### src/verilog/capture_timer_params.svh
// constants for the counter timer capture channel
`ifndef CAPTURE_TIMER_PARAMS_SVH
`define CAPTURE_TIMER_PARAMS_SVH
`define CNT_W 16
`define MODE_TIMER 3'h0
`define MODE_CAPTURE 3'h2
`define COUNT_RST 16'h0000
`define SLOT_RST 16'h0000
`define PRESCALE_RST 8'h00
`define UPDN_START 16'h0001
`define SEL_W 4
`define EV_RELOAD 0
`define EV_START 1
`define EV_STOP 2
`define EV_COUNT 3
`define EV_CAP_A 4
`define EV_CAP_B 5
`define EV_NUM 6
`endif

### src/verilog/capture_timer_pkg.sv
// types shared by the counter timer capture channel
package capture_timer_pkg;
  // counting scheme codes
  typedef enum logic [1:0] {
    SCHEME_UP = 2'b00,
    SCHEME_DOWN = 2'b01,
    SCHEME_UPDN1 = 2'b10,
    SCHEME_UPDN2 = 2'b11
  } scheme_t;
  // trigger edge detection codes
  typedef enum logic [1:0] {
    EDGE_RISE = 2'b00,
    EDGE_FALL = 2'b01,
    EDGE_BOTH = 2'b10,
    EDGE_PASS = 2'b11
  } edge_t;
endpackage

### src/verilog/counter_timer_capture.sv
// one counter channel in timer or capture mode
`include "capture_timer_params.svh"

module counter_timer_capture
  import capture_timer_pkg::*;
(
  // clock, reset, enable
  input wire logic clk_i,
  input wire logic rst_b_i,
  input wire logic clk_en_i,
  // configuration
  input wire logic enable_i,
  input wire logic [2:0] mode_i,
  input wire logic [1:0] up_down_mode_i,
  input wire logic one_shot_i,
  input wire logic slot_swap_on_match_bit_i,
  input wire logic [7:0] prescale_field_i,
  input wire logic [15:0] period_i,
  // trigger selection
  input wire logic [15:0] trigger_source_select_a_i,
  input wire logic [7:0] trigger_source_select_b_i,
  input wire logic [11:0] trigger_edge_select_i,
  input wire logic [15:0] tr_in_i,
  // software commands, one-cycle pulses
  input wire logic sw_reload_i,
  input wire logic sw_start_i,
  input wire logic sw_stop_i,
  input wire logic [1:0] software_capture_bits_i,
  // software slot writes
  input wire logic [3:0] slot_wr_i,
  input wire logic [15:0] slot_wdata_i,
  // state
  output logic [15:0] count_o,
  output logic running_o,
  output logic dir_down_o,
  output logic [15:0] slot_a_compare_capture_o,
  output logic [15:0] slot_b_compare_capture_o,
  output logic [15:0] slot_a_buffer_o,
  output logic [15:0] slot_b_buffer_o,
  // events, one-cycle pulses
  output logic overflow_o,
  output logic underflow_o,
  output logic terminal_count_event_o,
  output logic slot_a_match_event_o,
  output logic slot_b_match_event_o
);

  ////////////////////////////////////////////////////////////////////////
  // helpers

  // trigger index 0 is constant low, index 1 constant high
  function automatic logic pick(input logic [3:0] sel,
                                input logic [15:0] tr);
    logic v;
    v = 1'b0;
    if (sel == 4'h1) begin
      v = 1'b1;
    end else if (sel > 4'h1) begin
      v = tr[sel];
    end
    return v;
  endfunction

  // edge detection on a selected level
  function automatic logic detect(input logic [1:0] es,
                                  input logic lvl,
                                  input logic prv);
    logic d;
    d = 1'b0;
    case (es)
      EDGE_RISE: d = lvl & ~prv;
      EDGE_FALL: d = ~lvl & prv;
      EDGE_BOTH: d = lvl ^ prv;
      default: d = lvl;
    endcase
    return d;
  endfunction

  ////////////////////////////////////////////////////////////////////////
  // prescaler

  logic [7:0] pre_cnt; // counter clock divider
  logic tick; // active prescaled counter clock
  logic go; // tick while channel usable
  logic mode_ok; // timer or capture selected
  scheme_t scheme;

  assign scheme = scheme_t'(up_down_mode_i);
  assign mode_ok = (mode_i == `MODE_TIMER) ||
                   (mode_i == `MODE_CAPTURE);
  // divide by field plus one
  assign tick = clk_en_i && (pre_cnt == prescale_field_i);
  assign go = tick && enable_i && mode_ok;

  // prescale counter, held at zero while disabled
  always_ff @(posedge clk_i or negedge rst_b_i) begin
    if (!rst_b_i) begin
      pre_cnt <= `PRESCALE_RST;
    end else if (clk_en_i) begin
      if (!enable_i || tick) begin
        pre_cnt <= `PRESCALE_RST;
      end else begin
        pre_cnt <= pre_cnt + 8'h01;
      end
    end
  end

  ////////////////////////////////////////////////////////////////////////
  // trigger selection and pending events

  logic [`EV_NUM-1:0] lvl; // selected trigger levels
  logic [`EV_NUM-1:0] prv; // levels one clock ago
  logic [`EV_NUM-1:0] det; // detections this clock
  logic [`EV_NUM-1:0] pend; // detections awaiting a tick
  logic [`EV_NUM-1:0] ev; // effective events at the tick
  logic [`EV_NUM-1:0] sw; // software commands

  assign lvl[`EV_RELOAD] = pick(trigger_source_select_a_i[3:0], tr_in_i);
  assign lvl[`EV_START] = pick(trigger_source_select_a_i[7:4], tr_in_i);
  assign lvl[`EV_STOP] = pick(trigger_source_select_a_i[11:8], tr_in_i);
  assign lvl[`EV_COUNT] = pick(trigger_source_select_a_i[15:12], tr_in_i);
  assign lvl[`EV_CAP_A] = pick(trigger_source_select_b_i[3:0], tr_in_i);
  assign lvl[`EV_CAP_B] = pick(trigger_source_select_b_i[7:4], tr_in_i);
  assign sw = {software_capture_bits_i, 1'b0, sw_stop_i, sw_start_i,
               sw_reload_i};

  // per event detection, pending and merge
  always_comb begin
    for (int i = 0; i < `EV_NUM; i++) begin
      det[i] = detect(trigger_edge_select_i[2*i +: 2], lvl[i], prv[i]);
      if (trigger_edge_select_i[2*i +: 2] == EDGE_PASS) begin
        ev[i] = lvl[i] | sw[i]; // level acts as sampled
      end else if (trigger_edge_select_i[2*i +: 2] == EDGE_BOTH) begin
        ev[i] = pend[i] ^ det[i] | sw[i];
      end else begin
        ev[i] = pend[i] | det[i] | sw[i];
      end
    end
  end

  // previous levels for the edge detectors
  always_ff @(posedge clk_i or negedge rst_b_i) begin
    if (!rst_b_i) begin
      prv <= '0;
    end else if (clk_en_i) begin
      prv <= lvl;
    end
  end

  // events wait for the next tick; a tick consumes them
  always_ff @(posedge clk_i or negedge rst_b_i) begin
    if (!rst_b_i) begin
      pend <= '0;
    end else if (clk_en_i) begin
      for (int i = 0; i < `EV_NUM; i++) begin
        if (tick) begin
          pend[i] <= 1'b0;
        end else if (trigger_edge_select_i[2*i +: 2] == EDGE_BOTH) begin
          // even count cancels; a firmware pulse is not lost to an edge in the same clock
          pend[i] <= (pend[i] ^ det[i]) | sw[i];
        end else begin
          pend[i] <= (pend[i] | det[i] | sw[i]) &
                     (trigger_edge_select_i[2*i +: 2] != EDGE_PASS);
        end
      end
    end
  end

  ////////////////////////////////////////////////////////////////////////
  // counter next state

  logic [15:0] count; // current count
  logic running; // counter runs
  logic dir_down; // current direction
  logic [15:0] next_count;
  logic next_running;
  logic next_dir_down;
  logic step; // count event while running
  logic ov; // overflow this tick
  logic un; // underflow this tick
  logic tc; // terminal count this tick
  logic cap_mode; // capture mode selected
  logic [1:0] cap_go; // captures acted on
  logic [1:0] match; // slot match events

  assign cap_mode = (mode_i == `MODE_CAPTURE);
  assign cap_go = {2{go && cap_mode}} & ev[`EV_CAP_B:`EV_CAP_A];

  // reload, stop, start, step in priority order
  always_comb begin
    next_count = count;
    next_running = running;
    next_dir_down = dir_down;
    step = 1'b0;
    ov = 1'b0;
    un = 1'b0;
    if (go && ev[`EV_RELOAD]) begin
      next_running = 1'b1;
      case (scheme)
        SCHEME_UP: begin
          next_count = `COUNT_RST;
          next_dir_down = 1'b0;
        end
        SCHEME_DOWN: begin
          next_count = period_i;
          next_dir_down = 1'b1;
        end
        default: begin
          next_count = `UPDN_START;
          next_dir_down = 1'b0;
        end
      endcase
    end else if (go && ev[`EV_STOP]) begin
      next_running = 1'b0;
    end else if (go) begin
      if (ev[`EV_START] && !running) begin
        next_running = 1'b1; // no count init
        if (scheme == SCHEME_UP) begin
          next_dir_down = 1'b0;
        end else if (scheme == SCHEME_DOWN) begin
          next_dir_down = 1'b1;
        end
      end
      step = running && ev[`EV_COUNT];
      if (step && !dir_down) begin
        if (count == period_i) begin
          ov = 1'b1;
          if (scheme == SCHEME_UP) begin
            next_count = `COUNT_RST;
          end else begin
            next_count = 16'(period_i - 16'h0001); // turn down
            next_dir_down = 1'b1;
          end
        end else begin
          next_count = 16'(count + 16'h0001);
        end
      end else if (step) begin
        if (count == 16'h0000) begin
          un = 1'b1;
          if (scheme == SCHEME_DOWN) begin
            next_count = period_i;
          end else begin
            next_count = `UPDN_START; // turn up
            next_dir_down = 1'b0;
          end
        end else begin
          next_count = 16'(count - 16'h0001);
        end
      end
      // single shot ends one period: up on ov, others on un
      if (one_shot_i && ((scheme == SCHEME_UP) ? ov : un)) begin
        next_running = 1'b0;
      end
    end
  end

  // terminal count by scheme, only from stepping
  always_comb begin
    case (scheme)
      SCHEME_UP: tc = ov;
      SCHEME_UPDN2: tc = ov | un;
      default: tc = un;
    endcase
  end

  // match on leaving a slot value, or on capture
  assign match[0] = cap_mode ? cap_go[0] :
                    (step && count == slot_a_compare_capture_o);
  assign match[1] = cap_mode ? cap_go[1] :
                    (step && count == slot_b_compare_capture_o);

  // counter state
  always_ff @(posedge clk_i or negedge rst_b_i) begin
    if (!rst_b_i) begin
      count <= `COUNT_RST;
      running <= 1'b0;
      dir_down <= 1'b0;
    end else if (clk_en_i) begin
      count <= next_count;
      running <= next_running && enable_i;
      dir_down <= next_dir_down;
    end
  end

  // registered event pulses
  always_ff @(posedge clk_i or negedge rst_b_i) begin
    if (!rst_b_i) begin
      overflow_o <= 1'b0;
      underflow_o <= 1'b0;
      terminal_count_event_o <= 1'b0;
      slot_a_match_event_o <= 1'b0;
      slot_b_match_event_o <= 1'b0;
    end else if (clk_en_i) begin
      overflow_o <= ov;
      underflow_o <= un;
      terminal_count_event_o <= tc;
      slot_a_match_event_o <= match[0];
      slot_b_match_event_o <= match[1];
    end
  end

  ////////////////////////////////////////////////////////////////////////
  // compare/capture slots and buffers

  // capture and swap share one clock so the buffer gets the old slot
  always_ff @(posedge clk_i or negedge rst_b_i) begin
    if (!rst_b_i) begin
      slot_a_compare_capture_o <= `SLOT_RST;
      slot_a_buffer_o <= `SLOT_RST;
    end else if (clk_en_i) begin
      if (cap_go[0]) begin
        slot_a_compare_capture_o <= count;
        slot_a_buffer_o <= slot_a_compare_capture_o;
      end else if (match[0] && slot_swap_on_match_bit_i) begin
        slot_a_compare_capture_o <= slot_a_buffer_o;
        slot_a_buffer_o <= slot_a_compare_capture_o;
      end else begin
        if (slot_wr_i[0]) slot_a_compare_capture_o <= slot_wdata_i;
        if (slot_wr_i[2]) slot_a_buffer_o <= slot_wdata_i;
      end
    end
  end

  // second slot, same scheme
  always_ff @(posedge clk_i or negedge rst_b_i) begin
    if (!rst_b_i) begin
      slot_b_compare_capture_o <= `SLOT_RST;
      slot_b_buffer_o <= `SLOT_RST;
    end else if (clk_en_i) begin
      if (cap_go[1]) begin
        slot_b_compare_capture_o <= count;
        slot_b_buffer_o <= slot_b_compare_capture_o;
      end else if (match[1] && slot_swap_on_match_bit_i) begin
        slot_b_compare_capture_o <= slot_b_buffer_o;
        slot_b_buffer_o <= slot_b_compare_capture_o;
      end else begin
        if (slot_wr_i[1]) slot_b_compare_capture_o <= slot_wdata_i;
        if (slot_wr_i[3]) slot_b_buffer_o <= slot_wdata_i;
      end
    end
  end

  assign count_o = count;
  assign running_o = running;
  assign dir_down_o = dir_down;

  ////////////////////////////////////////////////////////////////////////
  // checks

  AST_RELOAD_UPDN: assert property (@(posedge clk_i) disable iff (!rst_b_i)
    go && ev[`EV_RELOAD] && scheme[1] |=> count == 16'h0001 && running)
    else $error("updn reload not 1");
  AST_OV_LEAVE: assert property (@(posedge clk_i) disable iff (!rst_b_i)
    step && !dir_down && count == period_i && !ev[`EV_RELOAD]
    |=> overflow_o && terminal_count_event_o ==
    (scheme == SCHEME_UP || scheme == SCHEME_UPDN2))
    else $error("overflow or tc wrong");
  AST_UN_TC: assert property (@(posedge clk_i) disable iff (!rst_b_i)
    $rose(underflow_o) |-> terminal_count_event_o)
    else $error("underflow without tc");
  AST_RELOAD_NO_TC: assert property (@(posedge clk_i) disable iff (!rst_b_i)
    go && ev[`EV_RELOAD] |=> !terminal_count_event_o)
    else $error("reload raised tc");
  AST_CAP_LOAD: assert property (@(posedge clk_i) disable iff (!rst_b_i)
    cap_go[0] && clk_en_i |=> slot_a_compare_capture_o == $past(count)
    && slot_a_buffer_o == $past(slot_a_compare_capture_o))
    else $error("capture a load wrong");
  AST_CAP_MATCH: assert property (@(posedge clk_i) disable iff (!rst_b_i)
    cap_go[1] |=> slot_b_match_event_o)
    else $error("capture b no match");
  AST_STOP: assert property (@(posedge clk_i) disable iff (!rst_b_i)
    go && ev[`EV_STOP] && !ev[`EV_RELOAD] |=> !running ##1
    $stable(count) || !clk_en_i || $past(go && ev[`EV_RELOAD]))
    else $error("stop did not halt");
  AST_START_KEEP: assert property (@(posedge clk_i) disable iff (!rst_b_i)
    go && ev[`EV_START] && !running && !ev[`EV_RELOAD] && !ev[`EV_STOP]
    |=> running && count == $past(count))
    else $error("start changed count");
  AST_ONE_SHOT: assert property (@(posedge clk_i) disable iff (!rst_b_i)
    go && one_shot_i && cap_mode && un && scheme != SCHEME_UP
    |=> !running)
    else $error("single shot kept running");

endmodule
### config.mk
export PLATFORM = sky130hd
export DESIGN_NAME = counter_timer_capture
export DESIGN_NICKNAME = d
export VERILOG_FILES = /design/src/verilog/capture_timer_pkg.sv /design/src/verilog/counter_timer_capture.sv
export VERILOG_INCLUDE_DIRS = /design/src /design/src/verilog
export SDC_FILE = /design/constraint.sdc
export NUM_CORES = 1
export LEC_CHECK = 0
export ABC_AREA = 0
export BUFFER_PORTS_ARGS = -buffer_cell sky130_fd_sc_hd__buf_2
export CAP_MARGIN = 20
export CORE_MARGIN = 8
export CORE_UTILIZATION = 40
export DETAILED_ROUTE_END_ITERATION = 16
export PLACE_DENSITY = 0.67
export SYNTH_ARGS = -nofsm -noshare
export SYNTH_HDL_FRONTEND = slang
export SYNTH_SLANG_ARGS = --single-unit
### constraint.sdc
create_clock -name clk_i -period 2.6 [get_ports clk_i]
set_input_delay 0.39 -clock clk_i [delete_from_list [all_inputs] [get_ports clk_i]]
set_output_delay 0.39 -clock clk_i [all_outputs]
set_load 0.02 [all_outputs]
# --- After elaboration in Yosys (flattened, before gate mapping) ---
# Cells that the tools add are included.
classes:
  reduce_logical: 41
  mux: 119
  addsub: 4
  order_cmp: 12
  bitwise: 65
  eq_ne: 38
ops:
  columns: ["op", "n"]
  rows:
  - ["2-to-1 mux 16 bit", 21]
  - ["2-to-1 mux 1 bit", 83]
  - ["equality test 16 bit", 3]
  - ["one-hot mux 16 bit (2 select lines)", 1]
  - ["subtractor 16 x 1 -> 16 bit, second input constant", 2]
  - ["less-than comparator 4 x 5 -> 1 bit, second input constant", 6]
  - ["equality test 2 bit, second input constant", 13]
  - ["binary-select mux 1 bit (select 4 bit)", 6]
  - ["equality test 4 x 1 -> 1 bit, second input constant", 6]
  - ["greater-than comparator 4 x 1 -> 1 bit, second input constant", 6]
  - ["bitwise OR 1 bit", 22]
  - ["bitwise AND 1 bit", 18]
  - ["one-hot mux 1 bit (3 select lines)", 6]
  - ["adder 16 x 1 -> 16 bit, second input constant", 1]
  - ["logical NOT 16 bit", 1]
  - ["logical AND 1 bit", 15]
  - ["nonzero test 3 bit", 5]
  - ["equality test 2 x 1 -> 1 bit, second input constant", 7]
  - ["logical NOT 2 bit", 7]
  - ["!= test 2 bit, second input constant", 7]
  - ["inverter 1 bit", 12]
  - ["XOR 1 bit", 12]
  - ["adder 8 x 1 -> 8 bit, second input constant", 1]
  - ["equality test 8 bit", 1]
  - ["other kinds (11)", 17]
totals:
  inputBits: 112
  register_bits: 107
  word_cells: 294

# --- Longest topological paths before layout ---
logic_depth:
  ltp_word: 23
  mapped_depth: 18
  ltp_nobuf: 16

# --- Worst setup path after synthesis ---
# No wires, ideal clock.
synth_timing:
  path_type: "input to register"
  start: "input trigger_source_select_b_i[0]"
  end: "register slot_a_buffer_o[10]"
  cell_stages: 15
  setup_time_ns: 0.123
  path_slack_ns: -1.227
  t_arrival_ns: 3.704
  cell_sequence: "mux4_2 -> mux4_2 -> ha_1 -> mux2_2 -> o21ai_0 -> ha_1 -> nor2_1 -> mux2i_1 -> or2_2 -> o2111ai_1 -> buf_4 -> inv_2 -> o31a_2 -> buf_6 -> o221a_1"
synth_via:
  elab_chain_cells: 16
synth_lines:
  columns: ["item", "line_no", "source"]
  rows:
  - ["start: declaration", "counter_timer_capture.sv:21", "input wire logic [7:0] trigger_source_select_b_i,"]
  - ["binary-select mux 1 bit (select 4 bit)", "counter_timer_capture.sv:59", "v = tr[sel];"]
  - ["2-to-1 mux 1 bit (not written as such)", "counter_timer_capture.sv:59", null]
  - ["2-to-1 mux 1 bit", "counter_timer_capture.sv:58", "end else if (sel > 4'h1) begin"]
  - ["2-to-1 mux 1 bit (*)", "counter_timer_capture.sv:56", "if (sel == 4'h1) begin"]
  - ["via lvl[4]", "counter_timer_capture.sv:111", "logic [`EV_NUM-1:0] lvl;"]
  - ["inverter 1 bit", "counter_timer_capture.sv:72", "EDGE_FALL: d = ~lvl & prv;"]
  - ["bitwise AND 1 bit", "counter_timer_capture.sv:72", null]
  - ["one-hot mux 1 bit (3 select lines)", "counter_timer_capture.sv:70", "case (es)"]
  - ["bitwise OR 1 bit / XOR 1 bit (equally long branches)", "counter_timer_capture.sv:136, counter_timer_capture.sv:134", null]
  - ["bitwise OR 1 bit (on tied branches)", "counter_timer_capture.sv:136, counter_timer_capture.sv:134", null]
  - ["2-to-1 mux 1 bit", "counter_timer_capture.sv:133", "end else if (trigger_edge_select_i[2*i +: 2] == EDGE_BOTH) begin"]
  - ["2-to-1 mux 1 bit (*)", "counter_timer_capture.sv:131", "if (trigger_edge_select_i[2*i +: 2] == EDGE_PASS) begin"]
  - ["bitwise AND 2 bit (*)", "counter_timer_capture.sv:187", "assign cap_go = {2{go && cap_mode}} & ev[`EV_CAP_B:`EV_CAP_A];"]
  - ["2-to-1 mux 1 bit", "counter_timer_capture.sv:267", "assign match[0] = cap_mode ? cap_go[0] :"]
  - ["logical AND 1 bit", "counter_timer_capture.sv:314", "end else if (match[0] && slot_swap_on_match_bit_i) begin"]
  - ["nonzero test 3 bit (no source line) / 2-to-1 mux 16 bit (equally long branches)", null, null]
  - ["AND reduction 2 bit (no source line) / 2-to-1 mux 16 bit (equally long branches)", null, null]
  - ["end signal: assignment", "counter_timer_capture.sv:313", "slot_a_buffer_o <= slot_a_compare_capture_o;"]
  - ["end signal: assignment", "counter_timer_capture.sv:316", "slot_a_buffer_o <= slot_a_compare_capture_o;"]
  - ["end signal: assignment", "counter_timer_capture.sv:319", "if (slot_wr_i[2]) slot_a_buffer_o <= slot_wdata_i;"]
  - ["end: declaration", "counter_timer_capture.sv:38", "output logic [15:0] slot_a_buffer_o,"]
# The timed path passes the listed nets; every way through them passes the cells marked *. The select of a mux whose other input is x is not followed.
# A chain may end at the register's enable or synchronous reset.

# --- Final worst setup path ---
layout_timing:
  start: "input tr_in_i[11]"
  end: "register slot_a_buffer_o[3]"
layout_lines:
  columns: ["item", "line_no", "source"]
  rows:
  - ["start: declaration", "counter_timer_capture.sv:23", "input wire logic [15:0] tr_in_i,"]
  - ["binary-select mux 1 bit (select 4 bit) (*)", "counter_timer_capture.sv:59", null]
  - ["2-to-1 mux 1 bit (not written as such) (*)", "counter_timer_capture.sv:59", null]
  - ["2-to-1 mux 1 bit (*)", "counter_timer_capture.sv:58", null]
  - ["2-to-1 mux 1 bit (*)", "counter_timer_capture.sv:56", null]
  - ["via lvl[4]", "counter_timer_capture.sv:111", null]
  - ["inverter 1 bit", "counter_timer_capture.sv:72", null]
  - ["bitwise AND 1 bit", "counter_timer_capture.sv:72", null]
  - ["one-hot mux 1 bit (3 select lines)", "counter_timer_capture.sv:70", null]
  - ["bitwise OR 1 bit / XOR 1 bit (equally long branches)", "counter_timer_capture.sv:136, counter_timer_capture.sv:134", null]
  - ["bitwise OR 1 bit (on tied branches)", "counter_timer_capture.sv:136, counter_timer_capture.sv:134", null]
  - ["2-to-1 mux 1 bit", "counter_timer_capture.sv:133", null]
  - ["2-to-1 mux 1 bit (*)", "counter_timer_capture.sv:131", null]
  - ["bitwise AND 2 bit (*)", "counter_timer_capture.sv:187", null]
  - ["2-to-1 mux 1 bit", "counter_timer_capture.sv:267", null]
  - ["logical AND 1 bit", "counter_timer_capture.sv:314", null]
  - ["nonzero test 3 bit (no source line) / 2-to-1 mux 16 bit (equally long branches)", null, null]
  - ["AND reduction 2 bit (no source line) / 2-to-1 mux 16 bit (equally long branches)", null, null]
# Marked as above.

==> impl_metrics.env <==
export IMPL_outcome="finished, violations left"
export IMPL_violations="setup timing"
export IMPL_grt_setup_unrepaired="yes"
export IMPL_power_leakage_nw=5.95
export IMPL_rows=56
export IMPL_power_mw=5.50
export IMPL_finalSetupViolations=89
export IMPL_die_w_um=170
export IMPL_wirelength_mm=38.0
export IMPL_worstPathArrival_ns=3.83
export IMPL_synth_nets=1271
export IMPL_grt_start_max_net_pins=108
export IMPL_power_switching_mw=2.04
export IMPL_crit_path_start="tr_in_i[11]"
export IMPL_grt_pass1_vias=10346
export IMPL_area_growth_synth_to_final_pct=43.3
export IMPL_final_common_cell="buf_2"
export IMPL_hold_path_class="in -> async"
export IMPL_post_place_ws_ns=-1.34
export IMPL_cts_root_buf="clkbuf_16"
export IMPL_die_area_um2=28900
export IMPL_yosys_warnings=0
export IMPL_cp_buffers_inverters=4
export IMPL_cap_violations=0
export IMPL_initial_utilization_pct=40.6
export IMPL_finalCritPeriodShare_pct=138
export IMPL_synthArstFlopShare_pct=100
export IMPL_finalSetupTns_ns=-73.69
export IMPL_drive_gt1_share_pct=39.6
export IMPL_clockPowerShare_pct=26.1
export IMPL_combPwrFrac_pct=36.1
export IMPL_layout_cells_non_filler=1775
export IMPL_cts_buffer_depth=2
export IMPL_dieHeight_um=170
export IMPL_ys_flop_type="dfrtp_1"
export IMPL_final_cell_mix="buf_2 (177), buf_4 (147), nand2_1 (145)"
export IMPL_synth_edf_count=0
export IMPL_cts_hold_buffers=0
export IMPL_ant_nets=0
export IMPL_firstDrtPassIters=5
export IMPL_clock_sinks=107
export IMPL_route_detailed_drc=0
export IMPL_avgSynthCellArea_um2=8.36
export IMPL_placedCellCount=1716
export IMPL_cp_start_kind="input pin"
export IMPL_htree_levels=3
export IMPL_fin_worst_skew_ns=0.0110
export IMPL_crit_family="compound AO/OA/AOI/OAI gates"
export IMPL_yosys_area_top_type="dfrtp_1"
export IMPL_n_fill_cell=2030
export IMPL_timing_final_ws_setup_ns=-0.975
export IMPL_grtUsageTotal_pct=25.1
export IMPL_place_gp_congestion=0.930
export IMPL_vias=10609
export IMPL_ys_seq_area_share_pct=28.3
export IMPL_netlist_instances=1133
export IMPL_routedWlPerCell_um=21.4
export IMPL_max_stage_delay_ns=0.52
export IMPL_endpoint_kind="register"
export IMPL_multiInputGateArea_um2=6940
export IMPL_ir_worst_vdd_mv=0.387
export IMPL_port_buffers=196
export IMPL_io_pins=199
export IMPL_clock_fmax_mhz=280
export IMPL_crit_path_cell_trace="buf_8 -> buf_6 -> mux4_2 -> mux4_2 -> inv_2 -> ha_4 -> o211ai_1 -> o21ai_1 -> ha_1 -> nor2_1 -> mux2i_1 -> or2_4 -> o2111ai_4 -> inv_4 -> o31a_4 -> o221a_4"
export IMPL_p_seq_share_pct=37.7
export IMPL_criticalPathCategory="in -> reg"
export IMPL_whs_ns=0.0873
export IMPL_drt_iter0_drc=1200
export IMPL_dp_hpwl_mm=25.7
export IMPL_fin_nets=1584
export IMPL_cts_made_buffers=9
export IMPL_maxSlewViolCount=0
export IMPL_crit_top_cell="mux4_2"
export IMPL_core_area_um2=23300
export IMPL_ys_top_cells_by_area="dfrtp_1 (28%), xnor2_1 (6.7%), nand2_1 (5.8%)"
export IMPL_clk_pin_slew_worst_paths_ns=0.08
export IMPL_ff_latch_area_um2=2680
export IMPL_worst_pin_slew_ns=0.883
export IMPL_critPathMaxFanout=8
export IMPL_cpMaxStageDelayCell="mux4_2"
export IMPL_power_density_nw_per_um2=405
export IMPL_hold_viol_final=0
export IMPL_cts_tree="built"
export IMPL_period_minus_slack_ns=3.58
export IMPL_reg2reg_from="prv[2]$_DFFE_PN0P_"
export IMPL_power_internal_mw=3.47
export IMPL_ys_seq_elements=107
export IMPL_synth_area_um2=9480
export IMPL_grt_antenna_before_repair=5
export IMPL_viasPerCell=5.98
export IMPL_critPathRequiredTime_ns=2.86
export IMPL_slew_headroom_pct=41.1
export IMPL_clkLatencyLatePin_ns=0.37
export IMPL_switching_share_pct=37.0
export IMPL_grt_pass1_wl_mm=57.6
export IMPL_netlist_cell_type_count=72
export IMPL_synth_top_area_share_pct=28.3
export IMPL_overflow=0
state kept, by name, summed over array words and instances, names as in the netlist:
register	flops
underflow_o	1
terminal_count_event_o	1
pre_cnt	8
slot_b_buffer_o	16
prv	6
slot_a_match_event_o	1
running_o	1
overflow_o	1
slot_b_match_event_o	1
dir_down_o	1
slot_a_buffer_o	16
slot_a_compare_capture_o	16
pend	6
slot_b_compare_capture_o	16
count_o	16
cell families after synthesis:
family / count (synthesis) / synth area share, %
xor gates and xnor gates: 88 / 8.13
AOI/OAI and AO/OA: 286 / 22.7
DFF: 107 / 28.3
and+or+nand+nor: 424 / 21.4
adders and majority gates: 26 / 3.43
buffers and inverters: 129 / 5.72
muxes: 73 / 10.3
layout make-up:
type	instances	area share (%)
Tap cell	319	2.94
Clock buffer	10	1.76
Timing Repair Buffer	394	23.0
Inverter	36	1.01
Multi-Input combinational cell	898	51.1
Sequential cell	107	19.7
Clock inverter	6	0.415
Antenna cell	5	0.0921
through the flow:
step | util [%] | cell area, µm²
floorplan | - | 9680
global placement | 51.3 | 12000
detailed placement | 51.3 | 12000
CTS | 55.7 | 13000
global route | 58.2 | 13600
finish | 58.2 | 13600
repair_timing:
item | in CTS | in global routing
endpoints found under the setup margin | 90 | 93
resized for setup | 99 | 85
cloned | 8 | 8
pin swaps | 23 | 50
buffers inserted | 19 | 8
power groups by stage:
stage | Sequential [mW] | Combinational, mW | Clock [mW]
floorplan | 2.21 | 0.908 | 0
global placement | 2.08 | 1.75 | 0
detailed placement | 2.08 | 1.79 | 0
CTS | 2.06 | 1.88 | 1.45
global route | 2.10 | 2.15 | 1.50
finish | 2.07 | 1.99 | 1.44
path summary, 6_finish.rpt:
check | endpoint | slack [ns] | cells after the start
setup / recovery | slot_a_buffer_o[3]$_DFFE_PN0P_ | -0.98 | 16
hold / removal | prv[4]$_DFFE_PN0P_ | 0.09 | 2
setup reg to reg | slot_a_buffer_o[3]$_DFFE_PN0P_ | -0.35 | 13
hold reg to reg | underflow_o$_DFFE_PN0P_ | 0.49 | 1
max in group asynchronous | pre_cnt[0]$_DFFE_PN0P_ | 2.03 | 2
min in group clk_i | count_o[14]$_DFFE_PN0P_ | 0.35 | 3
layer usage:
| layer | GRT usage [%] | vias to the layer above | routed length, µm |
|---|---|---|---|
| met2 | 39.7 | 584 | 17900 |
| met1 | 32.5 | 5129 | 15300 |
| li1 | - | 4791 | - |
| met5 | 0 | - | 0 |
| met4 | 13.8 | 0 | 1630 |
| met3 | 4.03 | 105 | 3180 |
synthesized netlist by cell type, drive strengths merged, types with 8 or more instances:
master  count
o21ai      55
xnor2      72
and3        9
mux2i      46
mux2        8
clkbuf     59
nor3       15
a31oi       8
a22oi      19
o22ai      35
o221a      32
dfrtp     107
nand2     147
nor2      121
o31ai      11
nand3      25
or2         8
nor4       11
mux4       19
xor2       16
buf        34
inv        34
a21oi      36
nand4      24
nand3b     36
ha         26
a211oi     33
(Power assumes the default switching activity.)
